`config.mk`:
```
export PLATFORM = sky130hd
export DESIGN_NAME = gsr_decoder
export DESIGN_NICKNAME = d
export VERILOG_FILES = /design/src/hdl/gsr_pkg.sv /design/src/hdl/gsr_apb.sv /design/src/hdl/gsr_irq.sv /design/src/hdl/gsr_decoder.sv
export SDC_FILE = /design/constraint.sdc
export NUM_CORES = 2
export LEC_CHECK = 0
export BUFFER_PORTS_ARGS = -buffer_cell sky130_fd_sc_hd__buf_2
export CORE_ASPECT_RATIO = 2
export CORE_UTILIZATION = 55
export CTS_BUF_LIST = sky130_fd_sc_hd__clkbuf_16
export DETAILED_ROUTE_END_ITERATION = 16
export MAX_ROUTING_LAYER = met4
export PLACE_DENSITY = 0.85
export SLEW_MARGIN = 20
export SYNTH_ARGS = -nofsm -noshare
export SYNTH_HDL_FRONTEND = slang
export SYNTH_SLANG_ARGS = --single-unit
```
`constraint.sdc`:
```
create_clock -name clk_i -period 4.9 [get_ports clk_i]
set_input_delay 0.98 -clock clk_i [delete_from_list [all_inputs] [get_ports clk_i]]
set_output_delay 0.98 -clock clk_i [all_outputs]
set_load 0.01 [all_outputs]
```
`src/hdl/gsr_pkg.sv`:
```
// Shared constants, register map and carrier types for the group service request decoder
package gsr_pkg;
  // Sizes
  localparam int unsigned NUM_GROUPS = 8;                 // Channel groups served
  localparam int unsigned NUM_CHANS  = 32;                // Channels per group and direction
  localparam int unsigned ADDR_W     = 8;                 // APB address width
  localparam int unsigned IRQ_W      = NUM_GROUPS + 1;    // Ack per group plus chip reset done

  // Register byte offsets
  localparam logic [7:0] OFS_CMD_BASE   = 8'h00;          // group_command_request, one word per group
  localparam logic [7:0] OFS_CMD_LAST   = 8'h1C;
  localparam logic [7:0] OFS_INT_STATUS = 8'h20;          // RO sticky events
  localparam logic [7:0] OFS_INT_CLEAR  = 8'h24;          // WO, ones clear
  localparam logic [7:0] OFS_INT_ENABLE = 8'h28;          // RW
  localparam logic [7:0] OFS_PORT_MAP   = 8'h2C;          // RW port_to_group_map
  localparam logic [7:0] OFS_STATE      = 8'h30;          // RO pending and busy

  // Request word fields
  localparam int unsigned CODE_LSB = 8;                   // service_code at 12:8
  localparam int unsigned CODE_MSB = 12;
  localparam int unsigned DIR_BIT  = 7;                   // 1 = receive
  localparam int unsigned CHAN_LSB = 0;                   // Channel number 4:0
  localparam int unsigned CHAN_MSB = 4;
  localparam int unsigned BUSY_BIT = 8;                   // In the state register
  localparam int unsigned CHIP_IRQ_BIT = NUM_GROUPS;      // Chip reset done event

  // Service codes
  localparam logic [4:0] SC_NOP      = 5'h00;
  localparam logic [4:0] SC_CHIP_RST = 5'h01;
  localparam logic [4:0] SC_GRP_RST  = 5'h02;
  localparam logic [4:0] SC_GLB_INIT = 5'h04;
  localparam logic [4:0] SC_GRP_INIT = 5'h05;
  localparam logic [4:0] SC_CH_ACT   = 5'h08;
  localparam logic [4:0] SC_CH_DEACT = 5'h09;
  localparam logic [4:0] SC_CH_JUMP  = 5'h0A;
  localparam logic [4:0] SC_CH_CFG   = 5'h0B;
  localparam logic [4:0] SC_RD_GLB   = 5'h10;
  localparam logic [4:0] SC_RD_IQ    = 5'h11;
  localparam logic [4:0] SC_RD_GRP   = 5'h12;
  localparam logic [4:0] SC_RD_MPROT = 5'h13;
  localparam logic [4:0] SC_RD_MLEN  = 5'h14;
  localparam logic [4:0] SC_RD_PORT  = 5'h15;

  // Descriptor kinds fetched from shared memory, ordered so ranges walk in sequence
  localparam logic [3:0] FK_GLOBAL  = 4'h0;
  localparam logic [3:0] FK_IQ      = 4'h1;
  localparam logic [3:0] FK_TSMAP   = 4'h2;
  localparam logic [3:0] FK_SUBMAP  = 4'h3;
  localparam logic [3:0] FK_CHCFG   = 4'h4;
  localparam logic [3:0] FK_GRPCFG  = 4'h5;
  localparam logic [3:0] FK_MEMPROT = 4'h6;
  localparam logic [3:0] FK_MSGLEN  = 4'h7;
  localparam logic [3:0] FK_PORTCFG = 4'h8;
  localparam logic [3:0] FK_HEAD    = 4'h9;
  localparam logic [3:0] FK_STEP    = 4'h1;

  // Descriptor fetch request to the DMA logic
  typedef struct packed {
    logic [3:0] kind;   // Which descriptor
    logic [2:0] group;  // Channel group
    logic       dir;    // 1 = receive
    logic [4:0] chan;   // Channel for per-channel kinds
  } gsr_fetch_t;

  // request_ack_descriptor sent to the host interrupt queue
  typedef struct packed {
    logic [2:0] group;  // Group ID of the answered request
    logic [4:0] code;   // Service code answered
    logic       dir;
    logic [4:0] chan;
  } gsr_ack_t;

  // Readable registers handed to the bus slave
  typedef struct packed {
    logic [IRQ_W-1:0]      int_status;
    logic [IRQ_W-1:0]      int_enable;
    logic [1:0]            port_map;
    logic [NUM_GROUPS-1:0] pending;
    logic                  busy;
  } gsr_rdregs_t;

  // Decoded register write from the bus slave
  typedef struct packed {
    logic        valid;
    logic [7:0]  addr;
    logic [31:0] data;
  } gsr_wr_t;
endpackage

```
`src/hdl/gsr_apb.sv`:
```
// APB slave front end: one wait state, write strobes out, read mux in
`timescale 1ns/1ps
module gsr_apb (
  // Clock and reset
  input  wire logic                      clk_i,
  input  wire logic                      rstn_i,
  // APB
  input  wire logic                      psel_i,
  input  wire logic                      penable_i,
  input  wire logic                      pwrite_i,
  input  wire logic [gsr_pkg::ADDR_W-1:0] paddr_i,
  input  wire logic [31:0]               pwdata_i,
  output logic                           pready_o,
  output logic [31:0]                    prdata_o,
  output logic                           pslverr_o,
  // Register side
  input  gsr_pkg::gsr_rdregs_t           rd_i,
  output gsr_pkg::gsr_wr_t               wr_o
);
  // All slave state
  typedef struct packed {
    logic             pready;
    logic [31:0]      prdata;
    logic             pslverr;
    gsr_pkg::gsr_wr_t wr;
  } gsr_apb_st_t;

  gsr_apb_st_t st;       // Registered state
  gsr_apb_st_t next_st;  // Next state
  logic        mapped;   // Address hits a register
  logic [31:0] rdata;    // Read mux result

  // Address decode and read mux; write-only words read as zero
  always_comb begin
    mapped = 1'b1;
    rdata  = 32'h0000_0000;
    if (paddr_i <= gsr_pkg::OFS_CMD_LAST && paddr_i[1:0] == 2'h0) begin
      rdata = 32'h0000_0000;
    end else begin
      case (paddr_i)
        gsr_pkg::OFS_INT_STATUS: rdata = 32'(rd_i.int_status);
        gsr_pkg::OFS_INT_CLEAR:  rdata = 32'h0000_0000;
        gsr_pkg::OFS_INT_ENABLE: rdata = 32'(rd_i.int_enable);
        gsr_pkg::OFS_PORT_MAP:   rdata = 32'(rd_i.port_map);
        gsr_pkg::OFS_STATE:      rdata = 32'({rd_i.busy, rd_i.pending});
        default:                 mapped = 1'b0;
      endcase
    end
  end

  // Answer in the cycle after the access phase starts; the strobe lines up with pready
  always_comb begin
    next_st          = st;
    next_st.pready   = 1'b0;
    next_st.wr.valid = 1'b0;
    // Error flag stands only beside its pready pulse
    next_st.pslverr  = 1'b0;
    if (psel_i && penable_i && !st.pready) begin
      next_st.pready   = 1'b1;
      next_st.pslverr  = !mapped;
      next_st.prdata   = (pwrite_i || !mapped) ? 32'h0000_0000 : rdata;
      // Unmapped writes are dropped so no register is touched by a stray address
      next_st.wr.valid = pwrite_i && mapped;
      next_st.wr.addr  = paddr_i;
      next_st.wr.data  = pwdata_i;
    end
  end

  // State register
  always_ff @(posedge clk_i) begin
    if (!rstn_i) begin
      st <= '0;
    end else begin
      st <= next_st;
    end
  end

  assign pready_o  = st.pready;
  assign prdata_o  = st.prdata;
  assign pslverr_o = st.pslverr;
  assign wr_o      = st.wr;
endmodule

```
`src/hdl/gsr_irq.sv`:
```
// Sticky interrupt status with enable and write-one-to-clear
`timescale 1ns/1ps
module gsr_irq (
  // Clock and reset
  input  wire logic                     clk_i,
  input  wire logic                     rstn_i,
  // Events and software access
  input  wire logic [gsr_pkg::IRQ_W-1:0] set_i,
  input  gsr_pkg::gsr_wr_t              wr_i,
  // Results
  output logic [gsr_pkg::IRQ_W-1:0]     status_o,
  output logic [gsr_pkg::IRQ_W-1:0]     enable_o,
  output logic                          irq_o
);
  // All interrupt state
  typedef struct packed {
    logic [gsr_pkg::IRQ_W-1:0] status;
    logic [gsr_pkg::IRQ_W-1:0] enable;
    logic                      irq;
  } gsr_irq_st_t;

  gsr_irq_st_t st;       // Registered state
  gsr_irq_st_t next_st;  // Next state

  // A new event beats a clear landing in the same cycle
  always_comb begin
    next_st = st;
    if (wr_i.valid && wr_i.addr == gsr_pkg::OFS_INT_CLEAR) begin
      next_st.status = st.status & ~wr_i.data[gsr_pkg::IRQ_W-1:0];
    end
    if (wr_i.valid && wr_i.addr == gsr_pkg::OFS_INT_ENABLE) begin
      next_st.enable = wr_i.data[gsr_pkg::IRQ_W-1:0];
    end
    next_st.status = next_st.status | set_i;
    next_st.irq    = |(next_st.status & next_st.enable);
  end

  // State register
  always_ff @(posedge clk_i) begin
    if (!rstn_i) begin
      st <= '0;
    end else begin
      st <= next_st;
    end
  end

  assign status_o = st.status;
  assign enable_o = st.enable;
  assign irq_o    = st.irq;
endmodule

```
`src/hdl/gsr_decoder.sv`:
```
// Per-group service request registers and the request decoder and sequencer
`timescale 1ns/1ps
module gsr_decoder (
  // Clock and reset
  input  wire logic                                clk_i,
  input  wire logic                                rstn_i,
  // APB slave
  input  wire logic                                psel_i,
  input  wire logic                                penable_i,
  input  wire logic                                pwrite_i,
  input  wire logic [gsr_pkg::ADDR_W-1:0]           paddr_i,
  input  wire logic [31:0]                         pwdata_i,
  output logic                                     pready_o,
  output logic [31:0]                              prdata_o,
  output logic                                     pslverr_o,
  // Descriptor fetch to the DMA logic
  output logic                                     fetch_valid_o,
  output gsr_pkg::gsr_fetch_t                      fetch_o,
  input  wire logic                                fetch_done_i,
  // Acknowledge descriptor to the interrupt queue writer
  output logic                                     ack_valid_o,
  output gsr_pkg::gsr_ack_t                        ack_o,
  input  wire logic                                ack_ready_i,
  // Device state driven to the group processors
  output logic [1:0]                               port_to_group_map_o,
  output logic [gsr_pkg::NUM_GROUPS-1:0]           port_en_tx_o,
  output logic [gsr_pkg::NUM_GROUPS-1:0]           port_en_rx_o,
  output logic [gsr_pkg::NUM_GROUPS*gsr_pkg::NUM_CHANS-1:0] chan_act_tx_o,
  output logic [gsr_pkg::NUM_GROUPS*gsr_pkg::NUM_CHANS-1:0] chan_act_rx_o,
  output logic                                     iq_rewind_o,
  // Interrupt
  output logic                                     irq_o
);
  localparam int unsigned NG = gsr_pkg::NUM_GROUPS;
  localparam int unsigned NC = gsr_pkg::NUM_CHANS;

  // Sequencer phases
  typedef enum logic [1:0] {
    GSR_IDLE,
    GSR_FETCH,
    GSR_ACK
  } gsr_phase_t;

  // One held request slot per group
  typedef struct packed {
    logic [4:0] code;
    logic       dir;
    logic [4:0] chan;
  } gsr_slot_t;

  // All decoder state
  typedef struct packed {
    logic [NG-1:0]          pending;     // Slot holds an unserved request
    gsr_slot_t [NG-1:0]     slot;        // Latched request words
    gsr_phase_t             phase;
    logic [2:0]             cur_group;   // Group being served
    gsr_slot_t              cur;         // Request being served
    logic [3:0]             last_kind;   // Final descriptor of the fetch run
    logic                   fetch_valid;
    gsr_pkg::gsr_fetch_t    fetch;
    logic                   ack_valid;
    gsr_pkg::gsr_ack_t      ack;
    logic [1:0]             port_map;
    logic [NG-1:0]          port_tx;
    logic [NG-1:0]          port_rx;
    logic [NG*NC-1:0]       act_tx;
    logic [NG*NC-1:0]       act_rx;
    logic                   iq_rewind;   // One-cycle pulse
    logic [gsr_pkg::IRQ_W-1:0] irq_set;  // One-cycle event pulses
  } gsr_dec_st_t;

  gsr_dec_st_t          st;        // Registered state
  gsr_dec_st_t          next_st;   // Next state
  gsr_pkg::gsr_wr_t     wr;        // Register write strobe from the bus slave
  gsr_pkg::gsr_rdregs_t rd;        // Readable registers
  logic [gsr_pkg::IRQ_W-1:0] int_status;
  logic [gsr_pkg::IRQ_W-1:0] int_enable;
  logic [NG-1:0]        cmd_wr;    // Per-group command write hit
  logic                 chip_rst;  // Chip reset request written this cycle

  // Bus slave
  gsr_apb u_apb (
    .clk_i     (clk_i),
    .rstn_i    (rstn_i),
    .psel_i    (psel_i),
    .penable_i (penable_i),
    .pwrite_i  (pwrite_i),
    .paddr_i   (paddr_i),
    .pwdata_i  (pwdata_i),
    .pready_o  (pready_o),
    .prdata_o  (prdata_o),
    .pslverr_o (pslverr_o),
    .rd_i      (rd),
    .wr_o      (wr)
  );

  // Interrupt status, enable and clear
  gsr_irq u_irq (
    .clk_i    (clk_i),
    .rstn_i   (rstn_i),
    .set_i    (st.irq_set),
    .wr_i     (wr),
    .status_o (int_status),
    .enable_o (int_enable),
    .irq_o    (irq_o)
  );

  // Readable register view
  always_comb begin
    rd.int_status = int_status;
    rd.int_enable = int_enable;
    rd.port_map   = st.port_map;
    rd.pending    = st.pending;
    rd.busy       = (st.phase != GSR_IDLE);
  end

  // Command register decode, one word per group
  genvar g;
  generate
    for (g = 0; g < NG; g++) begin : g_cmd
      assign cmd_wr[g] = wr.valid && (wr.addr == gsr_pkg::OFS_CMD_BASE + 8'(4 * g));
    end
  endgenerate

  // Bits above the code field are ignored, so stray high bits cannot alias a code
  assign chip_rst = (|cmd_wr) &&
                    (wr.data[gsr_pkg::CODE_MSB:gsr_pkg::CODE_LSB] == gsr_pkg::SC_CHIP_RST);

  // Decoder and sequencer
  always_comb begin
    logic       found;
    logic [2:0] pick;
    gsr_slot_t  req;
    logic       need_fetch;
    logic [3:0] first_kind;
    logic [3:0] end_kind;
    found      = 1'b0;
    pick       = 3'h0;
    req        = '0;
    need_fetch = 1'b0;
    first_kind = gsr_pkg::FK_GLOBAL;
    end_kind   = gsr_pkg::FK_GLOBAL;
    next_st    = st;
    next_st.iq_rewind = 1'b0;
    next_st.irq_set   = '0;

    // Latch new requests; a second write to a busy group simply replaces the word
    for (int i = 0; i < NG; i++) begin
      if (cmd_wr[i]) begin
        next_st.pending[i]   = 1'b1;
        next_st.slot[i].code = wr.data[gsr_pkg::CODE_MSB:gsr_pkg::CODE_LSB];
        next_st.slot[i].dir  = wr.data[gsr_pkg::DIR_BIT];
        next_st.slot[i].chan = wr.data[gsr_pkg::CHAN_MSB:gsr_pkg::CHAN_LSB];
      end
    end

    case (st.phase)
      // Serve the lowest pending group
      GSR_IDLE: begin
        for (int i = NG - 1; i >= 0; i--) begin
          if (st.pending[i]) begin
            found = 1'b1;
            pick  = 3'(i);
          end
        end
        if (found) begin
          req = st.slot[pick];
          if (!cmd_wr[pick]) begin
            next_st.pending[pick] = 1'b0;
          end
          next_st.cur_group = pick;
          next_st.cur       = req;
          case (req.code)
            gsr_pkg::SC_GRP_RST: begin
              next_st.port_tx[pick] = 1'b0;
              next_st.port_rx[pick] = 1'b0;
              next_st.act_tx[pick*NC +: NC] = '0;
              next_st.act_rx[pick*NC +: NC] = '0;
            end
            gsr_pkg::SC_GLB_INIT: begin
              need_fetch = 1'b1;
              first_kind = gsr_pkg::FK_GLOBAL;
              end_kind   = gsr_pkg::FK_IQ;
              next_st.iq_rewind = 1'b1;
            end
            gsr_pkg::SC_GRP_INIT: begin
              need_fetch = 1'b1;
              first_kind = gsr_pkg::FK_TSMAP;
              end_kind   = gsr_pkg::FK_PORTCFG;
            end
            gsr_pkg::SC_CH_ACT, gsr_pkg::SC_CH_JUMP: begin
              // Activation restarts the channel from its head pointer
              if (req.dir) begin
                next_st.act_rx[pick*NC + int'(req.chan)] = 1'b1;
              end else begin
                next_st.act_tx[pick*NC + int'(req.chan)] = 1'b1;
              end
              need_fetch = 1'b1;
              first_kind = gsr_pkg::FK_HEAD;
              end_kind   = gsr_pkg::FK_HEAD;
            end
            gsr_pkg::SC_CH_DEACT: begin
              if (req.dir) begin
                next_st.act_rx[pick*NC + int'(req.chan)] = 1'b0;
              end else begin
                next_st.act_tx[pick*NC + int'(req.chan)] = 1'b0;
              end
            end
            gsr_pkg::SC_CH_CFG: begin
              need_fetch = 1'b1;
              first_kind = gsr_pkg::FK_CHCFG;
              end_kind   = gsr_pkg::FK_CHCFG;
            end
            gsr_pkg::SC_RD_GLB, gsr_pkg::SC_RD_GRP, gsr_pkg::SC_RD_MPROT,
            gsr_pkg::SC_RD_MLEN, gsr_pkg::SC_RD_PORT: begin
              need_fetch = 1'b1;
              case (req.code)
                gsr_pkg::SC_RD_GLB:   first_kind = gsr_pkg::FK_GLOBAL;
                gsr_pkg::SC_RD_GRP:   first_kind = gsr_pkg::FK_GRPCFG;
                gsr_pkg::SC_RD_MPROT: first_kind = gsr_pkg::FK_MEMPROT;
                gsr_pkg::SC_RD_MLEN:  first_kind = gsr_pkg::FK_MSGLEN;
                default:              first_kind = gsr_pkg::FK_PORTCFG;
              endcase
              end_kind = first_kind;
            end
            gsr_pkg::SC_RD_IQ: begin
              need_fetch = 1'b1;
              first_kind = gsr_pkg::FK_IQ;
              end_kind   = gsr_pkg::FK_IQ;
              next_st.iq_rewind = 1'b1;
            end
            // No-op and reserved codes leave state alone and go straight to the answer
            default: begin
              need_fetch = 1'b0;
            end
          endcase
          if (need_fetch) begin
            next_st.phase       = GSR_FETCH;
            next_st.fetch_valid = 1'b1;
            next_st.fetch.kind  = first_kind;
            next_st.fetch.group = pick;
            next_st.fetch.dir   = req.dir;
            next_st.fetch.chan  = req.chan;
            next_st.last_kind   = end_kind;
          end else begin
            next_st.phase     = GSR_ACK;
            next_st.ack_valid = 1'b1;
            next_st.ack       = '{group: pick, code: req.code, dir: req.dir, chan: req.chan};
          end
        end
      end
      // Walk the descriptor run, one fetch at a time
      GSR_FETCH: begin
        if (fetch_done_i) begin
          // A fresh port configuration turns the group's port on in that direction
          if (st.fetch.kind == gsr_pkg::FK_PORTCFG) begin
            if (st.cur.dir) begin
              next_st.port_rx[st.cur_group] = 1'b1;
            end else begin
              next_st.port_tx[st.cur_group] = 1'b1;
            end
          end
          if (st.fetch.kind == st.last_kind) begin
            next_st.fetch_valid = 1'b0;
            next_st.phase       = GSR_ACK;
            next_st.ack_valid   = 1'b1;
            next_st.ack         = '{group: st.cur_group, code: st.cur.code, dir: st.cur.dir, chan: st.cur.chan};
          end else begin
            next_st.fetch.kind = st.fetch.kind + gsr_pkg::FK_STEP;
          end
        end
      end
      // Hold the acknowledge until the queue writer takes it
      GSR_ACK: begin
        if (ack_ready_i) begin
          next_st.ack_valid = 1'b0;
          next_st.irq_set[st.cur_group] = 1'b1;
          next_st.phase     = GSR_IDLE;
        end
      end
      default: begin
        next_st.phase = GSR_IDLE;
      end
    endcase

    // Software may set the port map directly
    if (wr.valid && wr.addr == gsr_pkg::OFS_PORT_MAP) begin
      next_st.port_map = wr.data[1:0];
    end

    // Chip reset clears requests, ports, channels and the port map in the next cycle, far inside two line clocks,
    // and aborts any run so no acknowledge is produced for it or anything in flight
    if (chip_rst) begin
      next_st.pending     = '0;
      next_st.phase       = GSR_IDLE;
      next_st.fetch_valid = 1'b0;
      next_st.ack_valid   = 1'b0;
      next_st.port_map    = 2'h0;
      next_st.port_tx     = '0;
      next_st.port_rx     = '0;
      next_st.act_tx      = '0;
      next_st.act_rx      = '0;
      next_st.iq_rewind   = 1'b1;
      next_st.irq_set     = '0;
      next_st.irq_set[gsr_pkg::CHIP_IRQ_BIT] = 1'b1;
    end
  end

  // State register
  always_ff @(posedge clk_i) begin
    if (!rstn_i) begin
      st <= '0;
    end else begin
      st <= next_st;
    end
  end

  // Outputs straight from state
  assign fetch_valid_o       = st.fetch_valid;
  assign fetch_o             = st.fetch;
  assign ack_valid_o         = st.ack_valid;
  assign ack_o               = st.ack;
  assign port_to_group_map_o = st.port_map;
  assign port_en_tx_o        = st.port_tx;
  assign port_en_rx_o        = st.port_rx;
  assign chan_act_tx_o       = st.act_tx;
  assign chan_act_rx_o       = st.act_rx;
  assign iq_rewind_o         = st.iq_rewind;
endmodule

```
==> run metrics <==
status=finished, final reports clean; clock latency on the worst-skew pair=0.67 ns; vias in the first global route=around 35,000; total global routing overflow=0; CP required=5.46 ns; final hold vios=0; Slew Limit Fails=0; Seq/Total Area, Yosys=0.388; Clk pin slew, worst setup/hold paths=0.07 ns; f_max=214 MHz; area of the mapped netlist=~0.038 mm²; PostCTS Resize Cnt=0; Crit Path Class=flop to flop; main flop type after synthesis=dfxtp_1; cell with the most instances after synthesis=dfxtp_1; Setup crit start kind=flop; Root Buffer=clkbuf_16; Post-DP Area=between 0.03 and 0.04 mm²; Warnings, synthesis=0; worst-path cell chain=nor4_2 > buf_4 > and3_1 > or4_4 > nor4_4 > nand3_1 > buf_4 > o211ai_1 > nand4_1 > a32o_1; Netlist cell types=91; CTS tree=yes; slowest library cell on the worst path=nor4_4; Critical Path AT=5.22 ns; area delta synth->final=8.01%; maximum fanout along the worst path=12; die height=374 µm; H-tree depth=3; Final Total Pwr=11.6 mW; share of cells above drive strength 1=0.241; CP Capture Type=flop; final instance area=a little over 0.04 mm²; Final ANT Viol Nets=0; initial DRC count=roughly 4,900; setup bufs post-CTS=0; total wire length=150 mm; RSZ-0062 raised after global routing=no; DIE WIDTH=188 µm; global-route wire length before repair=220 mm; max cap viols=0; CP bufs+invs=2; worst rel slew slack=0.220; per-cell routed wire length=27.9 µm; total number of vias=37,400; Worst path top cell family by delay=simple AND/OR/NAND/NOR gates; I/O Buffers=599; Hold Buf Count CTS=0; slowest stage delay, CP=0.96 ns; Synth area leaders=dfxtp_1 (39%), buf_4 (12%), nand2_1 (6.0%); CTS max path bufs=3; Layout Skew=0.0269 ns; CP most frequent cell=buf_4; Yosys reg bits=737; EDFF count, synth=0; Cells after Synth=4,530; GRT Overall Usage=0.425; fin util=0.599; first-pass iteration count of the detailed router=10; Pwr Density=283 mW/mm²; I/O pin count=642; Yosys top cell area share=0.388; DRC errors left=0; HP Class=flop to flop; Tmin final=4.66 ns; leakage=roughly 15 nW; FP Rows=~140; Final Cycle Share=0.952; worst hold slack=about 0.45 ns; detailed placement HPWL=105 mm; maximum VDD drop=0.330 mV; leading area contributor after synthesis=dfxtp_1; worst slew pin tran=1.17 ns; # clock sinks=737; Final Setup Violations=0; Fin Setup TNS=0 ns; CTS buffer count=67; nets=4,489; antenna violations before repair=1; Placer Congestion=1.02; core footprint=0.0686 mm²; die area=0.0703 mm²; syn avg cell area=8.40 µm²; ys async rst share=0; largest net degree at the start of global routing=around 230; Synth top cells by count=dfxtp_1 (737), nand2_1 (612), buf_4 (593), clkbuf_1 (321), o22ai_1 (245); Via density=about 7.0; starting density of the core=0.555
==> placed cells by master, fill, tap and decap left out, types with 41 or more instances in the layout <==
| cell | instances |
|---|---|
| buf_4 | 232 |
| mux2i_1 | 41 |
| buf_12 | 52 |
| a21oi_1 | 176 |
| o211ai_1 | 103 |
| nand2_1 | 609 |
| o22ai_1 | 241 |
| nand3_1 | 79 |
| dfxtp_1 | 737 |
| nor4_1 | 218 |
| clkbuf_16 | 69 |
| nor2_1 | 137 |
| a211oi_1 | 185 |
| buf_2 | 599 |
| o21ai_0 | 80 |
| nand4_1 | 227 |
| a32o_1 | 216 |
==> worst paths after layout <==
check                                                 endpoint                 start  cells after the start  slack [ns]
worst max register to register  chan_act_tx_o[65]$_SDFFE_PP0P_      rd[3]$_SDFF_PP0_                     10        0.24
worst min-delay path                      st[621]$_SDFFE_PN0P_  st[621]$_SDFFE_PN0P_                      2        0.45
worst max-delay path            chan_act_tx_o[65]$_SDFFE_PP0P_      rd[3]$_SDFF_PP0_                     10        0.24
worst min register to register            st[621]$_SDFFE_PN0P_  st[621]$_SDFFE_PN0P_                      2        0.45
==> worst reg2reg max path: cells and delay by family, from the launching register on <==
family	cells	cell delay, ns
compound gates	2	0.56
buf+inv	2	0.56
flops	1	0.75
simple gates	6	2.71
==> cells by family (layout without fill, tap and decap cells) <==
family	Yosys count	in the layout	share of synthesized area
flip-flops	737	737	0.388
buffers and inverters	1098	1028	0.171
AND/OR/NAND/NOR	1431	1431	0.192
other	1	24	0.0000986
adder cells (fa/ha/maj)	9	9	0.00296
multiplexers	43	43	0.0117
XOR/XNOR	5	5	0.00115
AO/OA/AOI/OAI	1206	1206	0.233
==> power breakdown <==
group          internal [mW]  total (mW)  switching (mW)
combinational         0.0514       0.242           0.190
clock                   2.86        5.37            2.51
sequential              6.00        6.03          0.0315
==> final cells by class <==
cell class / count / area, µm²
clock buffers: 69 / 1730
multi-input cells: 2717 / 17200
diodes: 1 / 2.50
inverters: 27 / 104
well taps: 897 / 1120
flip-flops and latches: 737 / 14800
fillers: 5830 / 27500
repair buffers: 883 / 5780
clock inverters: 49 / 420
==> state kept, by name (all words and copies together) (netlist names), 2 cells and up <==
| signal | flops |
|---|---|
| u_apb.prdata_o | 9 |
| u_irq.status_o | 9 |
| ack_o | 14 |
| port_to_group_map_o | 2 |
| fetch_o | 13 |
| u_apb.wr_o | 22 |
| u_irq.enable_o | 9 |
| rd | 8 |
| chan_act_tx_o | 256 |
| st | 117 |
| port_en_rx_o | 8 |
| port_en_tx_o | 8 |
| chan_act_rx_o | 256 |
==> metrics by stage <==
step | cells | setup WS [ns]
floorplan | 4552 | 1.66
global placement | 5261 | 0.536
detailed placement | 5261 | 0.470
CTS | 5379 | 0.429
global route | 5380 | 0.179
finish | 5380 | 0.238
==> layer usage <==
| layer | wire length, µm | global-route usage |
|---|---|---|
| met4 | 16000 | 0.375 |
| met1 | 48700 | 0.436 |
| met5 | 0 | - |
| met3 | 17000 | 0.115 |
| met2 | 68500 | 0.664 |
Power figures use the tool's default switching activity.
